`src/hdl/hst_pkg.sv`:
```
// Constants and carrier types for the halfword and signed-byte transfer unit.
// Assumes a 32-bit instruction word and a 32-bit synchronous memory data bus.
package hst_pkg;

    localparam int unsigned BIT_PRE       = 24;
    localparam int unsigned BIT_UP        = 23;
    localparam int unsigned BIT_IMM       = 22;
    localparam int unsigned BIT_WB        = 21;
    localparam int unsigned BIT_LOAD      = 20;
    localparam int unsigned BIT_SIGN      = 6;
    localparam int unsigned BIT_HALF      = 5;
    localparam int unsigned BASE_MSB      = 19;
    localparam int unsigned BASE_LSB      = 16;
    localparam int unsigned DEST_MSB      = 15;
    localparam int unsigned DEST_LSB      = 12;
    localparam int unsigned OFS_HI_MSB    = 11;
    localparam int unsigned OFS_HI_LSB    = 8;
    localparam int unsigned OFS_LO_MSB    = 3;
    localparam int unsigned OFS_LO_LSB    = 0;
    localparam int unsigned CLASS_MSB     = 27;
    localparam int unsigned CLASS_LSB     = 25;
    localparam int unsigned BIT_MARK_HI   = 7;
    localparam int unsigned BIT_MARK_LO   = 4;

    localparam logic [2:0]  CLASS_CODE    = 3'h0;
    localparam logic [3:0]  PC_INDEX      = 4'hF;
    localparam logic [31:0] PC_BASE_AHEAD = 32'h0000_0008;
    localparam logic [31:0] PC_STORE_AHEAD = 32'h0000_000C;

    localparam logic [1:0]  CYC_NONSEQ    = 2'h0;
    localparam logic [1:0]  CYC_SEQ       = 2'h1;
    localparam logic [1:0]  CYC_INTERNAL  = 2'h2;
    localparam logic [1:0]  CYC_IDLE      = 2'h3;

    typedef enum logic [7:0] {
        HST_IDLE    = 8'h01,
        HST_XFER_LD = 8'h02,
        HST_INTERN  = 8'h04,
        HST_PC_N    = 8'h08,
        HST_PC_S    = 8'h10,
        HST_FETCH_S = 8'h20,
        HST_XFER_ST = 8'h40,
        HST_STORE_N = 8'h80
    } hst_state_t;

    typedef struct packed {
        logic [31:0] instr;
        logic [31:0] base_value;
        logic [31:0] offset_value;
        logic [31:0] source_value;
        logic [31:0] instr_addr;
    } hst_req_t;

    typedef struct packed {
        logic        req;
        logic        write;
        logic        is_half;
        logic [1:0]  cyc;
        logic [31:0] addr;
        logic [31:0] wdata;
    } hst_mem_t;

endpackage

```
`src/hdl/hst_transfer_unit.sv`:
```
// Execute unit for halfword loads/stores and sign-extended byte/halfword loads.
// Assumes the condition field is already checked by the issuer, and that the
// memory system answers read data and abort combinationally in the transfer cycle,
// on ref_clk.
`timescale 1ns/1ns

//Contract
// - Immediate offset is bits 11..8 then 3..0
// - Up flag adds offset, otherwise subtracts
// - Pre-index uses modified base as address
// - Pre-index writes base back only when flagged
// - Post-index always writes the modified base back
// - Sign clear, half set: unsigned halfword transfer
// - Sign set loads signed byte or halfword
// - Signed byte fills upper bits with bit 7
// - Signed halfword fills upper bits with bit 15
// - Little endian byte lanes climb with address
// - Little endian halfword: low lanes, then high
// - Big endian byte lanes descend with address
// - Big endian halfword: high lanes, then low
// - Unsigned halfword load clears upper sixteen bits
// - Store replicates low halfword on both halves
// - Program counter base reads instruction plus eight
// - Program counter stored as instruction plus twelve
// - Abort during transfer takes the data abort trap
// - Load 1S+1N+1I, PC load 2S+2N+1I, store 2N
module hst_transfer_unit
    import hst_pkg::*;
(
    input  wire logic        ref_clk,
    input  wire logic        rst,
    input  wire logic        start,
    input  wire hst_req_t    req,
    input  wire logic        endian_order_select,
    input  wire logic [31:0] mem_rdata,
    input  wire logic        mem_abort,
    output hst_mem_t         mem,
    output logic             busy,
    output logic             done,
    output logic             data_abort,
    output logic             dest_we,
    output logic [3:0]       dest_idx,
    output logic [31:0]      dest_data,
    output logic             base_we,
    output logic [3:0]       base_idx,
    output logic [31:0]      base_data
);

    hst_state_t  state_reg,     state_next;
    hst_mem_t    mem_reg,       mem_next;
    logic        done_reg,      done_next;
    logic        abort_reg,     abort_next;
    logic        dest_we_reg,   dest_we_next;
    logic [3:0]  dest_idx_reg,  dest_idx_next;
    logic [31:0] dest_data_reg, dest_data_next;
    logic        base_we_reg,   base_we_next;
    logic [3:0]  base_idx_reg,  base_idx_next;
    logic [31:0] base_data_reg, base_data_next;
    logic        wb_reg,        wb_next;
    logic        signed_reg,    signed_next;
    logic [31:0] mod_base_reg,  mod_base_next;
    logic        busy_reg,      busy_next;

    logic [31:0] instr;
    logic [7:0]  imm_offset;
    logic [31:0] offset;
    logic [31:0] base_eff;
    logic [31:0] modified;
    logic [31:0] store_src;
    logic        legal;
    logic [1:0]  byte_lane;
    logic        half_lane;
    logic [7:0]  sel_byte;
    logic [15:0] sel_half;
    logic [31:0] load_value;
    logic        is_class;
    logic        has_marks;
    logic        is_kind;
    logic        no_signed_store;
    logic        pc_base;
    logic        pc_src;
    logic        pc_dest;
    logic [7:0]  lane_byte [4];
    logic [15:0] lane_half [2];

    // Every bus lane as its own entry, so lane choice below is a plain index
    for (genvar g = 0; g < 4; g++) begin : g_byte_lane
        assign lane_byte[g] = mem_rdata[8*g +: 8];
    end

    for (genvar g = 0; g < 2; g++) begin : g_half_lane
        assign lane_half[g] = mem_rdata[16*g +: 16];
    end

    // Decode and address formation, all from the request seen with start
    always_comb begin
        instr      = req.instr;
        imm_offset = {instr[OFS_HI_MSB:OFS_HI_LSB], instr[OFS_LO_MSB:OFS_LO_LSB]};
        offset     = instr[BIT_IMM] ? {24'h000000, imm_offset} : req.offset_value;
        pc_base    = (instr[BASE_MSB:BASE_LSB] == PC_INDEX);
        pc_src     = (instr[DEST_MSB:DEST_LSB] == PC_INDEX);
        // Pipeline view of the program counter as a base
        base_eff   = pc_base ? req.instr_addr + PC_BASE_AHEAD : req.base_value;
        modified   = instr[BIT_UP] ? base_eff + offset : base_eff - offset;
        // Only the low half of this reaches the bus
        store_src  = pc_src ? req.instr_addr + PC_STORE_AHEAD : req.source_value;
        // Signed stores and the swap/multiply space (sign=half=0) are not ours
        is_class        = (instr[CLASS_MSB:CLASS_LSB] == CLASS_CODE);
        has_marks       = instr[BIT_MARK_HI] & instr[BIT_MARK_LO];
        is_kind         = instr[BIT_SIGN] | instr[BIT_HALF];
        no_signed_store = instr[BIT_LOAD] | ~instr[BIT_SIGN];
        // Illegal words get no response at all, so the issuer must not wait on them
        legal      = is_class & has_marks & is_kind & no_signed_store;
    end

    // Lane selection from the registered transfer address
    always_comb begin
        byte_lane = endian_order_select ? ~mem_reg.addr[1:0] : mem_reg.addr[1:0];
        half_lane = endian_order_select ? ~mem_reg.addr[1] : mem_reg.addr[1];
        // Odd halfword addresses read as the even one below
        sel_byte  = lane_byte[byte_lane];
        sel_half  = lane_half[half_lane];
        if (!mem_reg.is_half) begin
            load_value = {{24{sel_byte[7]}}, sel_byte};
        end else if (signed_reg) begin
            load_value = {{16{sel_half[15]}}, sel_half};
        end else begin
            load_value = {16'h0000, sel_half};
        end
    end

    always_comb begin
        state_next     = state_reg;
        mem_next       = mem_reg;
        mem_next.req   = 1'b0;
        mem_next.write = 1'b0;
        done_next      = 1'b0;
        abort_next     = 1'b0;
        dest_we_next   = 1'b0;
        dest_idx_next  = dest_idx_reg;
        dest_data_next = dest_data_reg;
        base_we_next   = 1'b0;
        base_idx_next  = base_idx_reg;
        base_data_next = base_data_reg;
        wb_next        = wb_reg;
        signed_next    = signed_reg;
        mod_base_next  = mod_base_reg;
        pc_dest        = (dest_idx_reg == PC_INDEX);
        case (state_reg)
            HST_IDLE: begin
                mem_next.cyc = CYC_IDLE;
                if (start && legal) begin
                    // Everything is captured now; the request may change after start
                    mem_next.req     = 1'b1;
                    mem_next.write   = ~instr[BIT_LOAD];
                    mem_next.is_half = instr[BIT_HALF];
                    mem_next.addr    = instr[BIT_PRE] ? modified : base_eff;
                    mem_next.wdata   = {store_src[15:0], store_src[15:0]};
                    mem_next.cyc     = CYC_NONSEQ;
                    // Post-index ignores the write-back flag entirely
                    wb_next          = ~instr[BIT_PRE] | instr[BIT_WB];
                    signed_next      = instr[BIT_SIGN];
                    mod_base_next    = modified;
                    dest_idx_next    = instr[DEST_MSB:DEST_LSB];
                    base_idx_next    = instr[BASE_MSB:BASE_LSB];
                    state_next       = instr[BIT_LOAD] ? HST_XFER_LD : HST_XFER_ST;
                end
            end

            HST_XFER_LD: begin
                if (mem_abort) begin
                    // Nothing is committed, so the instruction can be restarted
                    abort_next   = 1'b1;
                    done_next    = 1'b1;
                    mem_next.cyc = CYC_IDLE;
                    state_next   = HST_IDLE;
                end else begin
                    dest_we_next   = 1'b1;
                    dest_data_next = load_value;
                    base_we_next   = wb_reg;
                    base_data_next = mod_base_reg;
                    mem_next.cyc   = CYC_INTERNAL;
                    state_next     = HST_INTERN;
                end
            end

            HST_INTERN: begin
                if (pc_dest) begin
                    mem_next.cyc = CYC_NONSEQ;
                    state_next   = HST_PC_N;
                end else begin
                    mem_next.cyc = CYC_SEQ;
                    state_next   = HST_FETCH_S;
                end
            end

            HST_PC_N: begin
                // Refetch after a loaded program counter: N, then two S
                mem_next.cyc = CYC_SEQ;
                state_next   = HST_PC_S;
            end

            HST_PC_S: begin
                mem_next.cyc = CYC_SEQ;
                state_next   = HST_FETCH_S;
            end

            HST_FETCH_S: begin
                // Last S is the next fetch; the unit is free once it is seen
                done_next    = 1'b1;
                mem_next.cyc = CYC_IDLE;
                state_next   = HST_IDLE;
            end

            HST_XFER_ST: begin
                if (mem_abort) begin
                    // Memory side blocks the write; the base update is skipped as well
                    abort_next   = 1'b1;
                    done_next    = 1'b1;
                    mem_next.cyc = CYC_IDLE;
                    state_next   = HST_IDLE;
                end else begin
                    base_we_next   = wb_reg;
                    base_data_next = mod_base_reg;
                    mem_next.cyc   = CYC_NONSEQ;
                    state_next     = HST_STORE_N;
                end
            end

            HST_STORE_N: begin
                // Second N: the store has left the core
                done_next    = 1'b1;
                mem_next.cyc = CYC_IDLE;
                state_next   = HST_IDLE;
            end

            default: begin
                mem_next.cyc = CYC_IDLE;
                state_next   = HST_IDLE;
            end
        endcase
        // Registered so the status output never glitches through the decode
        busy_next      = (state_next != HST_IDLE);
    end

    // Everything the unit shows is registered, busy included
    always_ff @(posedge ref_clk) begin
        if (rst) begin
            state_reg     <= HST_IDLE;
            busy_reg      <= 1'b0;
            mem_reg       <= '{
                req:     1'b0,
                write:   1'b0,
                is_half: 1'b0,
                cyc:     CYC_IDLE,
                addr:    32'h0000_0000,
                wdata:   32'h0000_0000
            };
            done_reg      <= 1'b0;
            abort_reg     <= 1'b0;
            dest_we_reg   <= 1'b0;
            dest_idx_reg  <= 4'h0;
            dest_data_reg <= 32'h0000_0000;
            base_we_reg   <= 1'b0;
            base_idx_reg  <= 4'h0;
            base_data_reg <= 32'h0000_0000;
            wb_reg        <= 1'b0;
            signed_reg    <= 1'b0;
            mod_base_reg  <= 32'h0000_0000;
        end else begin
            state_reg     <= state_next;
            busy_reg      <= busy_next;
            mem_reg       <= mem_next;
            done_reg      <= done_next;
            abort_reg     <= abort_next;
            dest_we_reg   <= dest_we_next;
            dest_idx_reg  <= dest_idx_next;
            dest_data_reg <= dest_data_next;
            base_we_reg   <= base_we_next;
            base_idx_reg  <= base_idx_next;
            base_data_reg <= base_data_next;
            wb_reg        <= wb_next;
            signed_reg    <= signed_next;
            mod_base_reg  <= mod_base_next;
        end
    end

    assign mem        = mem_reg;
    assign busy       = busy_reg;
    assign done       = done_reg;
    assign data_abort = abort_reg;
    assign dest_we    = dest_we_reg;
    assign dest_idx   = dest_idx_reg;
    assign dest_data  = dest_data_reg;
    assign base_we    = base_we_reg;
    assign base_idx   = base_idx_reg;
    assign base_data  = base_data_reg;

endmodule // hst_transfer_unit

```
`config.mk`:
```
export PLATFORM = sky130hd
export DESIGN_NAME = hst_transfer_unit
export DESIGN_NICKNAME = d
export VERILOG_FILES = /design/src/hdl/hst_pkg.sv /design/src/hdl/hst_transfer_unit.sv
export SDC_FILE = /design/constraint.sdc
export NUM_CORES = 1
export LEC_CHECK = 0
export ABC_AREA = 0
export BUFFER_PORTS_ARGS = -buffer_cell sky130_fd_sc_hd__clkbuf_2
export CAP_MARGIN = 40
export CORE_ASPECT_RATIO = 0.75
export CORE_MARGIN = 2
export CORE_UTILIZATION = 40
export DETAILED_ROUTE_END_ITERATION = 10
export MAX_ROUTING_LAYER = met4
export PLACE_DENSITY = 0.75
export SLEW_MARGIN = 30
export SYNTH_ARGS = -nofsm -noshare
export SYNTH_HDL_FRONTEND = slang
export SYNTH_SLANG_ARGS = --single-unit
```
`constraint.sdc`:
```
create_clock -name ref_clk -period 13.4 [get_ports ref_clk]
set_input_delay 1.34 -clock ref_clk [delete_from_list [all_inputs] [get_ports ref_clk]]
set_output_delay 1.34 -clock ref_clk [all_outputs]
set_load 0.005 [all_outputs]
```
Word level (Yosys, flattened, before mapping)
Cells that the tools add are included.
- add/sub/neg operators: 4
- magnitude comparators: 2
- equal/unequal tests: 12
- multiplexer cells: 29
- bitwise logic cells: 19
- reduce and logical (&&, ||, !) cells: 13
- operators by type and width (operator ; number):
    $mux 32 ; 6
    $mux 69 ; 1
    $mux 16 ; 4
    $pmux 8 s6 ; 1
    $add 32x32->32 ; 1
    $add 32x4->32 const B ; 1
    $mux 8 ; 4
    $sub 32x32->32 ; 1
    $add 16x4->16 const B ; 1
    $bmux 8 s2 ; 1
    $eq 4x4->1 const B ; 3
    $reduce_or 2->1 ; 6
    $pmux 2 s5 ; 1
    $not 1->1 ; 9
    $eq 8x1->1 const B ; 1
    $eq 8x2->1 const B ; 1
    $eq 8x3->1 const B ; 1
    $eq 8x4->1 const B ; 1
    $eq 8x5->1 const B ; 1
    $eq 8x6->1 const B ; 1
    $eq 8x7->1 const B ; 1
    $eq 8x8->1 const B ; 1
    $ne 8x1->1 const B ; 1
    $mux 7 ; 1
    other kinds (16) ; 29
- register bits: 188
- bits of input ports: 197
- output and inout bits: 146
- word-level logic and storage cells: 98

Logic depth before layout (Yosys ltp)
Gate-level depths: netlist of the first run.
- depth in word-level cells: 8
- gate-level depth with buffers: 25
- depth with buffers taken out: 20

Worst setup path after synthesis of the first run
Ideal clock, no wire load.
- kind: input -> register
- from: input req[150] (netlist bit)
- to: register mem_reg, in the netlist mem[63]
- data arrival time: 5.939 ns
- required time: 13.280 ns
- slack: 7.342 ns
- stages on the path: 24
- path buffers: 5
- cells stage by stage: buf_6 -> buf_2 -> buf_1 -> clkbuf_1 -> mux2i_1 -> ha_1 -> o21ai_1 -> nand2b_1 -> nor2_1 -> o21ai_1 -> o21ai_0 -> o21ai_0 -> a32oi_1 -> ha_1 -> clkbuf_1 -> a21o_1 -> o21bai_1 -> a211oi_1 -> nor2_1 -> o21a_1 -> a211oi_1 -> xnor2_2 -> nor3b_2 -> o31a_1
- cells in the longest elaborated chain, start to end: 4
- RTL lines (item ; RTL line ; text):
    start: declaration ; hst_transfer_unit.sv:33 ; input wire hst_req_t req,
    $mux 32 (*) ; hst_transfer_unit.sv:99 ; offset = instr[BIT_IMM] ? {24'h000000, imm_offset} : req.offset_value;
    $sub 32x32->32 / $add 32x32->32 (equally long branches) ; hst_transfer_unit.sv:104 ; modified = instr[BIT_UP] ? base_eff + offset : base_eff - offset;
    $mux 32 (*) ; hst_transfer_unit.sv:104 ;
    $mux 32 (*) ; hst_transfer_unit.sv:157 ; mem_next.addr = instr[BIT_PRE] ? modified : base_eff;
    end signal: assignment ; hst_transfer_unit.sv:251 ; mem_reg <= '{
    end signal: assignment ; hst_transfer_unit.sv:273 ; mem_reg <= mem_next;
    end: declaration ; hst_transfer_unit.sv:50 ; hst_mem_t mem_reg, mem_next;
Every way passes the cells marked *; elsewhere a longest branch is shown, timed or not.
A chain may end at the register's enable or synchronous reset.

Worst setup path after layout of the first run
- from: input req[150] (netlist bit)
- to: register mod_base_reg[25]
- cells in the longest elaborated chain, start to end: 3
- RTL lines (item ; RTL line ; text):
    $mux 32 (*) ; hst_transfer_unit.sv:99 ;
    $sub 32x32->32 / $add 32x32->32 (equally long branches) ; hst_transfer_unit.sv:104 ;
    $mux 32 (*) ; hst_transfer_unit.sv:104 ;
    end signal: assignment ; hst_transfer_unit.sv:284 ; mod_base_reg <= mod_base_next;
    end: declaration ; hst_transfer_unit.sv:61 ; logic [31:0] mod_base_reg, mod_base_next;
Marked as above.

==> results of run 1 <==
==> critical path, cell delays in order <==
cell,delay [ns]
clkbuf_2,0.56
mux2i_1,0.37
ha_1,0.23
o21ai_1,0.09
nand2b_1,0.16
nor2_1,0.34
nor2_1,0.16
nor2_1,0.51
a311oi_1,0.17
ha_1,0.47
nand3_1,0.12
a211o_1,0.32
a21oi_1,0.40
a41oi_1,0.36
o41ai_1,0.59
xor2_1,0.29
nand2_1,0.09
a21oi_1,0.15
==> area by class of cell <==
type | count | area share (%)
Antenna cell | 1 | 0.0201
Timing Repair Buffer | 334 | 14.2
Clock buffer | 19 | 3.64
Sequential cell | 157 | 25.2
Tap cell | 338 | 3.40
Inverter | 30 | 0.905
Clock inverter | 13 | 1.24
Multi-Input combinational cell | 1096 | 51.4
==> kinds of logic after synthesis <==
logic type	after synthesis	share of synthesized area, %
multiplexers	31	3.93
AO/OA/AOI/OAI	385	22.6
AND/OR/NAND/NOR	561	24.3
adder cells (fa/ha/maj)	36	4.49
flip-flops	157	30.8
XOR/XNOR	83	7.19
buffers and inverters	147	6.70
==> metal layers <==
metal  wire, um  share of wire (%)
met5          0                  0
met3       3050                8.4
met4        699                1.9
met2      15900                 43
met1      16900                 46
==> synth_stat cells (all sizes together), types with 28 or more instances <==
cell type	n	area, um2
nand2	278	1040
a21oi	172	861
dfxtp	157	3140
nor2	123	464
o21ai	83	419
clkbuf	75	282
xnor2	51	454
buf	42	290
nand3	39	195
a211oi	38	285
ha	35	438
xor2	32	280
inv	29	109
nor3	28	140
==> power groups by stage <==
stage	clock network [uW]	logic [uW]	registers (uW)
global route	534	330	470
floorplan	0	196	480
detailed placement	0	293	480
global placement	0	291	480
CTS	512	295	470
finish	507	302	470
==> per-stage QoR <==
step                hold slack [ns]  setup WS [ns]  cells  total power (uW)  area, um2
finish                        0.447           7.03   1988              1280      12400
CTS                           0.450           7.21   1984              1280      12400
global placement              0.434           6.82   1950               771      11700
floorplan                     0.427           7.34   1400               676      10200
detailed placement            0.443           6.80   1952               773      11800
global route                  0.468           6.69   1988              1330      12400
==> worst min-delay path by stage <==
stage | end | from | slack (ns) | depth (start not counted)
after floorplan | base_data[26] | mod_base_reg[26] | 0.43 | 2
after global placement | wb_reg | wb_reg | 0.43 | 2
after detailed placement | wb_reg | wb_reg | 0.44 | 2
after CTS | wb_reg | wb_reg | 0.45 | 2
after global routing | base_idx[0] | base_idx[0] | 0.47 | 2
final | wb_reg | wb_reg | 0.45 | 2
==> summary.txt, run 1 <==
Setup path
  • Reg-to-Reg End: mem[61]
  • R2r setup slk: between 10 and 15 ns
  • Worst Path Required: approximately 14 ns
  • Critical path class: in -> reg
  • Arr. time, crit path: 6.73 ns
  • FF-to-FF Start: state_reg[6]
  • Reg2Reg Depth: 9
  • Worst Setup SP: req[150]
  • Worst-path maximum fanout: 36
  • Startpoint types: input port
  • CP endpoint kind: register
  • Worst Setup EP: mod_base_reg[25]

Pwr
  • P_int: just under 900 uW
  • P_sw: about 410 uW
  • Worst VDD drop: between 90 and 100 uV
  • Flop pwr share: between 30% and 40%
  • P per Cell Area: slightly above 100 nW/um2
  • Comb pwr share: roughly a quarter
  • Leak Pwr: approximately 0.0052 uW
  • Clock share of power: about two fifths
  • Sw Ratio: around a third

Floorplanning
  • Die Height: approximately 140 um
  • Die Span X: about 190 um
  • Boundary pin count: 343
  • Core area: between 20000 and 30000 um2
  • Initial Util: between 40% and 50%
  • Row cnt: 50
  • Die ar.: approximately 27000 um2

Clock network
  • Post-CTS Hold Buffers: 0
  • CTS root buffer: clkbuf_16
  • Post-CTS setup buffer count: 0
  • Clk_lat worst skew: ~0.43 ns
  • CTS tree: built
  • Worst-path clk slew: ~0.070 ns
  • Post-cts gate resize count: 0
  • Clock H-tree levels: 4
  • CTS max path bufs: 2
  • CTS sink count: 157
  • Num CTS Buffers: 17

STA
  • Final Cycle Share: approximately 48%
  • Max-slew violation count: 0
  • RSZ-0062 raised after global routing: no
  • Final setup violating endpoints: 0
  • Clock Skews: around 0.008 ns
  • Fin crit period: roughly 6.4 ns
  • Setup_tns: 0 ns
  • Final Hold Vio Count: 0
  • Maximum operating frequency: 157 MHz
  • Slew headroom: between 30% and 40%
  • Worst slew pin tran: between 0.8 and 0.9 ns

Global routing
  • Grt total ovfl: 0
  • GR Util met1: 37.0%
  • Antenna violations before repair: 1
  • Pin count of the biggest net entering global routing: between 100 and 150
  • Grt peak-use layer: met2
  • M2 GR Usage: about two fifths
  • Met3 usage: roughly 7%
  • Number of global-route vias before repair: 10100
  • GRT Util Overall: between 20% and 30%
  • First-pass GRT wire length: ~55000 um

Drt
  • Initial DRT Pass Iterations: 5
  • ANT nets after route: 0
  • WL/cell: 18.3 um
  • DRC Markers: 0
  • Via count: about 11000
  • Routed WL: between 30000 and 40000 um
  • Drt via density: around 5.5
  • Initial DRC count: between 800 and 900

Hold path
  • Hold WC Path Type: reg -> reg

Logic synthesis
  • Syn nets: approximately 1600
  • Post-synth EDFFs: 0
  • Synthesized flop and latch total: between 150 and 200
  • Ys Warns: 0
  • Synth cell types: 75
  • Share of flip-flops with an asynchronous set or reset: 0%
  • Top_reg_cell synth: dfxtp_1
  • Cells after Synth: 1400
  • Sequential element share of the synthesized area: a little under a third
  • Mapped cell area: slightly above 10000 um2
  • Avg Synthesized Cell Area: 7.29 um2

Run status
  • Status: finished clean

Finish
  • FF+latch area: 3140 um2
  • Fillers: 2603
  • Area occupied by multi-input gates: around 6400 um2
  • Commonest non-fill, non-tap cell in the layout: clkbuf_2
  • Layout cells sized above 1: between 20% and 30%
  • Nets: approximately 1900
  • Post-layout util: between 40% and 50%
  • Number of flip-flops under the largest register name: 53
  • Syn-to-layout area delta: 21.9%
  • Commonest non-fill, non-tap cells in the layout: 321 x clkbuf_2, 277 x nand2_1, 172 x a21oi_1

Place
  • Port Buffers: 322
  • Hpwl dp: around 28000 um
  • Final Wtd Congestion: about 0.98

Run
  • Max-cap violations: 0
No activity file was read; power rests on OpenSTA's default activity.
==> run 2: changes to the inputs <==
==> constraint.sdc (replaced) <==
create_clock -name ref_clk -period 6.4 [get_ports ref_clk]
set_input_delay 0.64 -clock ref_clk [delete_from_list [all_inputs] [get_ports ref_clk]]
set_output_delay 0.64 -clock ref_clk [all_outputs]
set_load 0.005 [all_outputs]
==> run 2 against run 1 <==
Effect of this change: combinational power increased by 110%; clock skew increased by 0.0049 ns; design area about the same; worst setup slack got worse by 5.6 ns; sequential power increased by 110%; cell count increased by 0.20%; global-route usage decreased by 0.11 points; critical path type unchanged; largest cell class unchanged.
==> summary.txt, run 2 (synthesized netlist as in run 1, its figures left out) <==
Drt
  • Routed WL: approximately 36000 um
  • DRC Markers: 0
  • Initial DRC count: 710
  • WL/cell: approximately 18 um
  • ANT nets after route: 0
  • Drt via density: 5.51
  • Via count: ~11000
  • Initial DRT Pass Iterations: 5

STA
  • Clock Skews: between 0.01 and 0.015 ns
  • Maximum operating frequency: 200 MHz
  • RSZ-0062 raised after global routing: no
  • Final Hold Vio Count: 0
  • Setup_tns: 0 ns
  • Worst slew pin tran: between 0.8 and 0.9 ns
  • Final Cycle Share: between 70% and 80%
  • Fin crit period: between 5 and 6 ns
  • Max-slew violation count: 0
  • Slew headroom: between 40 and 50%
  • Final setup violating endpoints: 0
  • Hold slack: roughly 0.45 ns

Pwr
  • P per Cell Area: about 220 nW/um2
  • Worst VDD drop: 193 uV
  • Leak Pwr: around 0.0053 uW

Floorplanning
  • Die ar.: about 27000 um2
  • Core area: ~25000 um2
  • Initial Util: between 40 and 50%
  • Boundary pin count: ~340
  • Die Height: approximately 140 um
  • Row cnt: 50
  • Die Span X: 188 um

Clock network
  • CTS tree: built
  • Clk_lat worst skew: between 0.4 and 0.5 ns
  • Worst-path clk slew: approximately 0.070 ns
  • Post-CTS Hold Buffers: 0
  • Post-cts gate resize count: 0
  • Clock H-tree levels: 4
  • CTS sink count: around 160
  • CTS root buffer: clkbuf_16
  • CTS max path bufs: 2
  • Post-CTS setup buffer count: 0
  • Num CTS Buffers: 17

Finish
  • Commonest non-fill, non-tap cell in the layout: clkbuf_2
  • Area occupied by multi-input gates: 6390 um2
  • Commonest non-fill, non-tap cells in the layout: 321 x clkbuf_2, 277 x nand2_1, 172 x a21oi_1
  • FF+latch area: about 3100 um2
  • Syn-to-layout area delta: 21.9%
  • Post-layout util: 49.7%
  • Layout cells sized above 1: 24.0%
  • Number of flip-flops under the largest register name: 53
  • Nets: between 1500 and 2000
  • Fillers: 2569

Global routing
  • Grt total ovfl: 0
  • Pin count of the biggest net entering global routing: just over 90
  • GRT Util Overall: a little over a quarter
  • Number of global-route vias before repair: around 10000
  • Antenna violations before repair: 2
  • First-pass GRT wire length: around 55000 um

Setup path
  • Critical path class: in -> reg
  • Startpoint types: input port
  • CP endpoint kind: register
  • Worst-path maximum fanout: 13
  • Worst Path Required: ~6.7 ns
  • Arr. time, crit path: about 5.3 ns

Run
  • Max-cap violations: 0

Run status
  • Status: finished clean

Place
  • Port Buffers: 322
  • Final Wtd Congestion: between 1 and 1.5
  • Hpwl dp: between 20000 and 30000 um

Hold path
  • Hold WC Path Type: reg -> reg
run 2: stage by stage:
stage / power (uW) / std cells / setup slack, ns / cell area, um2
2_1_floorplan: 1420 / 1400 / 1.04 / 10200
3_3_place_gp: 1610 / 1953 / 1.16 / 11800
3_5_place_dp: 1620 / 1956 / 1.10 / 11800
4_1_cts: 2680 / 1988 / 1.54 / 12400
5_1_grt: 2790 / 1992 / 0.946 / 12400
6_report: 2680 / 1992 / 1.40 / 12400
run 2: final cells by class:
class / count / share of cell area [%]
multi-input combinational: 1096 / 51.4
sequential: 157 / 25.3
timing repair buffer: 337 / 14.2
clock buffer: 19 / 3.64
tap: 338 / 3.40
clock inverter: 13 / 1.22
inverter: 30 / 0.905
antenna: 2 / 0.0402
run 2: critical path, stage by stage:
cell and delay (ns):
clkbuf_2 0.26, mux2i_1 0.34, ha_1 0.23, o21ai_1 0.10
nand2b_1 0.18, nor2_1 0.31, o21ai_1 0.25, o21ai_0 0.39
o21ai_0 0.16, a32oi_1 0.28, ha_1 0.35, a21o_1 0.21
o21bai_1 0.17, a211oi_1 0.26, nor2_1 0.09, o21a_1 0.17
a211oi_1 0.34, xnor2_2 0.14, nor3b_2 0.17, o31a_1 0.28
run 2: final timing paths:
kind                      from       to  slack (ns)  depth (start not counted)
hold reg to reg         wb_reg   wb_reg        0.45                          2
setup / recovery      req[150]  mem[63]        1.40                         20
hold / removal          wb_reg   wb_reg        0.45                          2
setup reg to reg  state_reg[6]  mem[61]        3.80                          7
run 2: power by group:
part	internal (uW)	switching (uW)
clock network	606	459
logic	243	388
registers	981	2.87
run 2: per-layer routing:
metal  vias up  wire [um]  GRT usage, %
li1       5365          -             -
met1      5098      16800          37.5
met2       456      15700          39.1
met3        47       2960          6.07
met4         0        756          8.02
met5         -          0             -
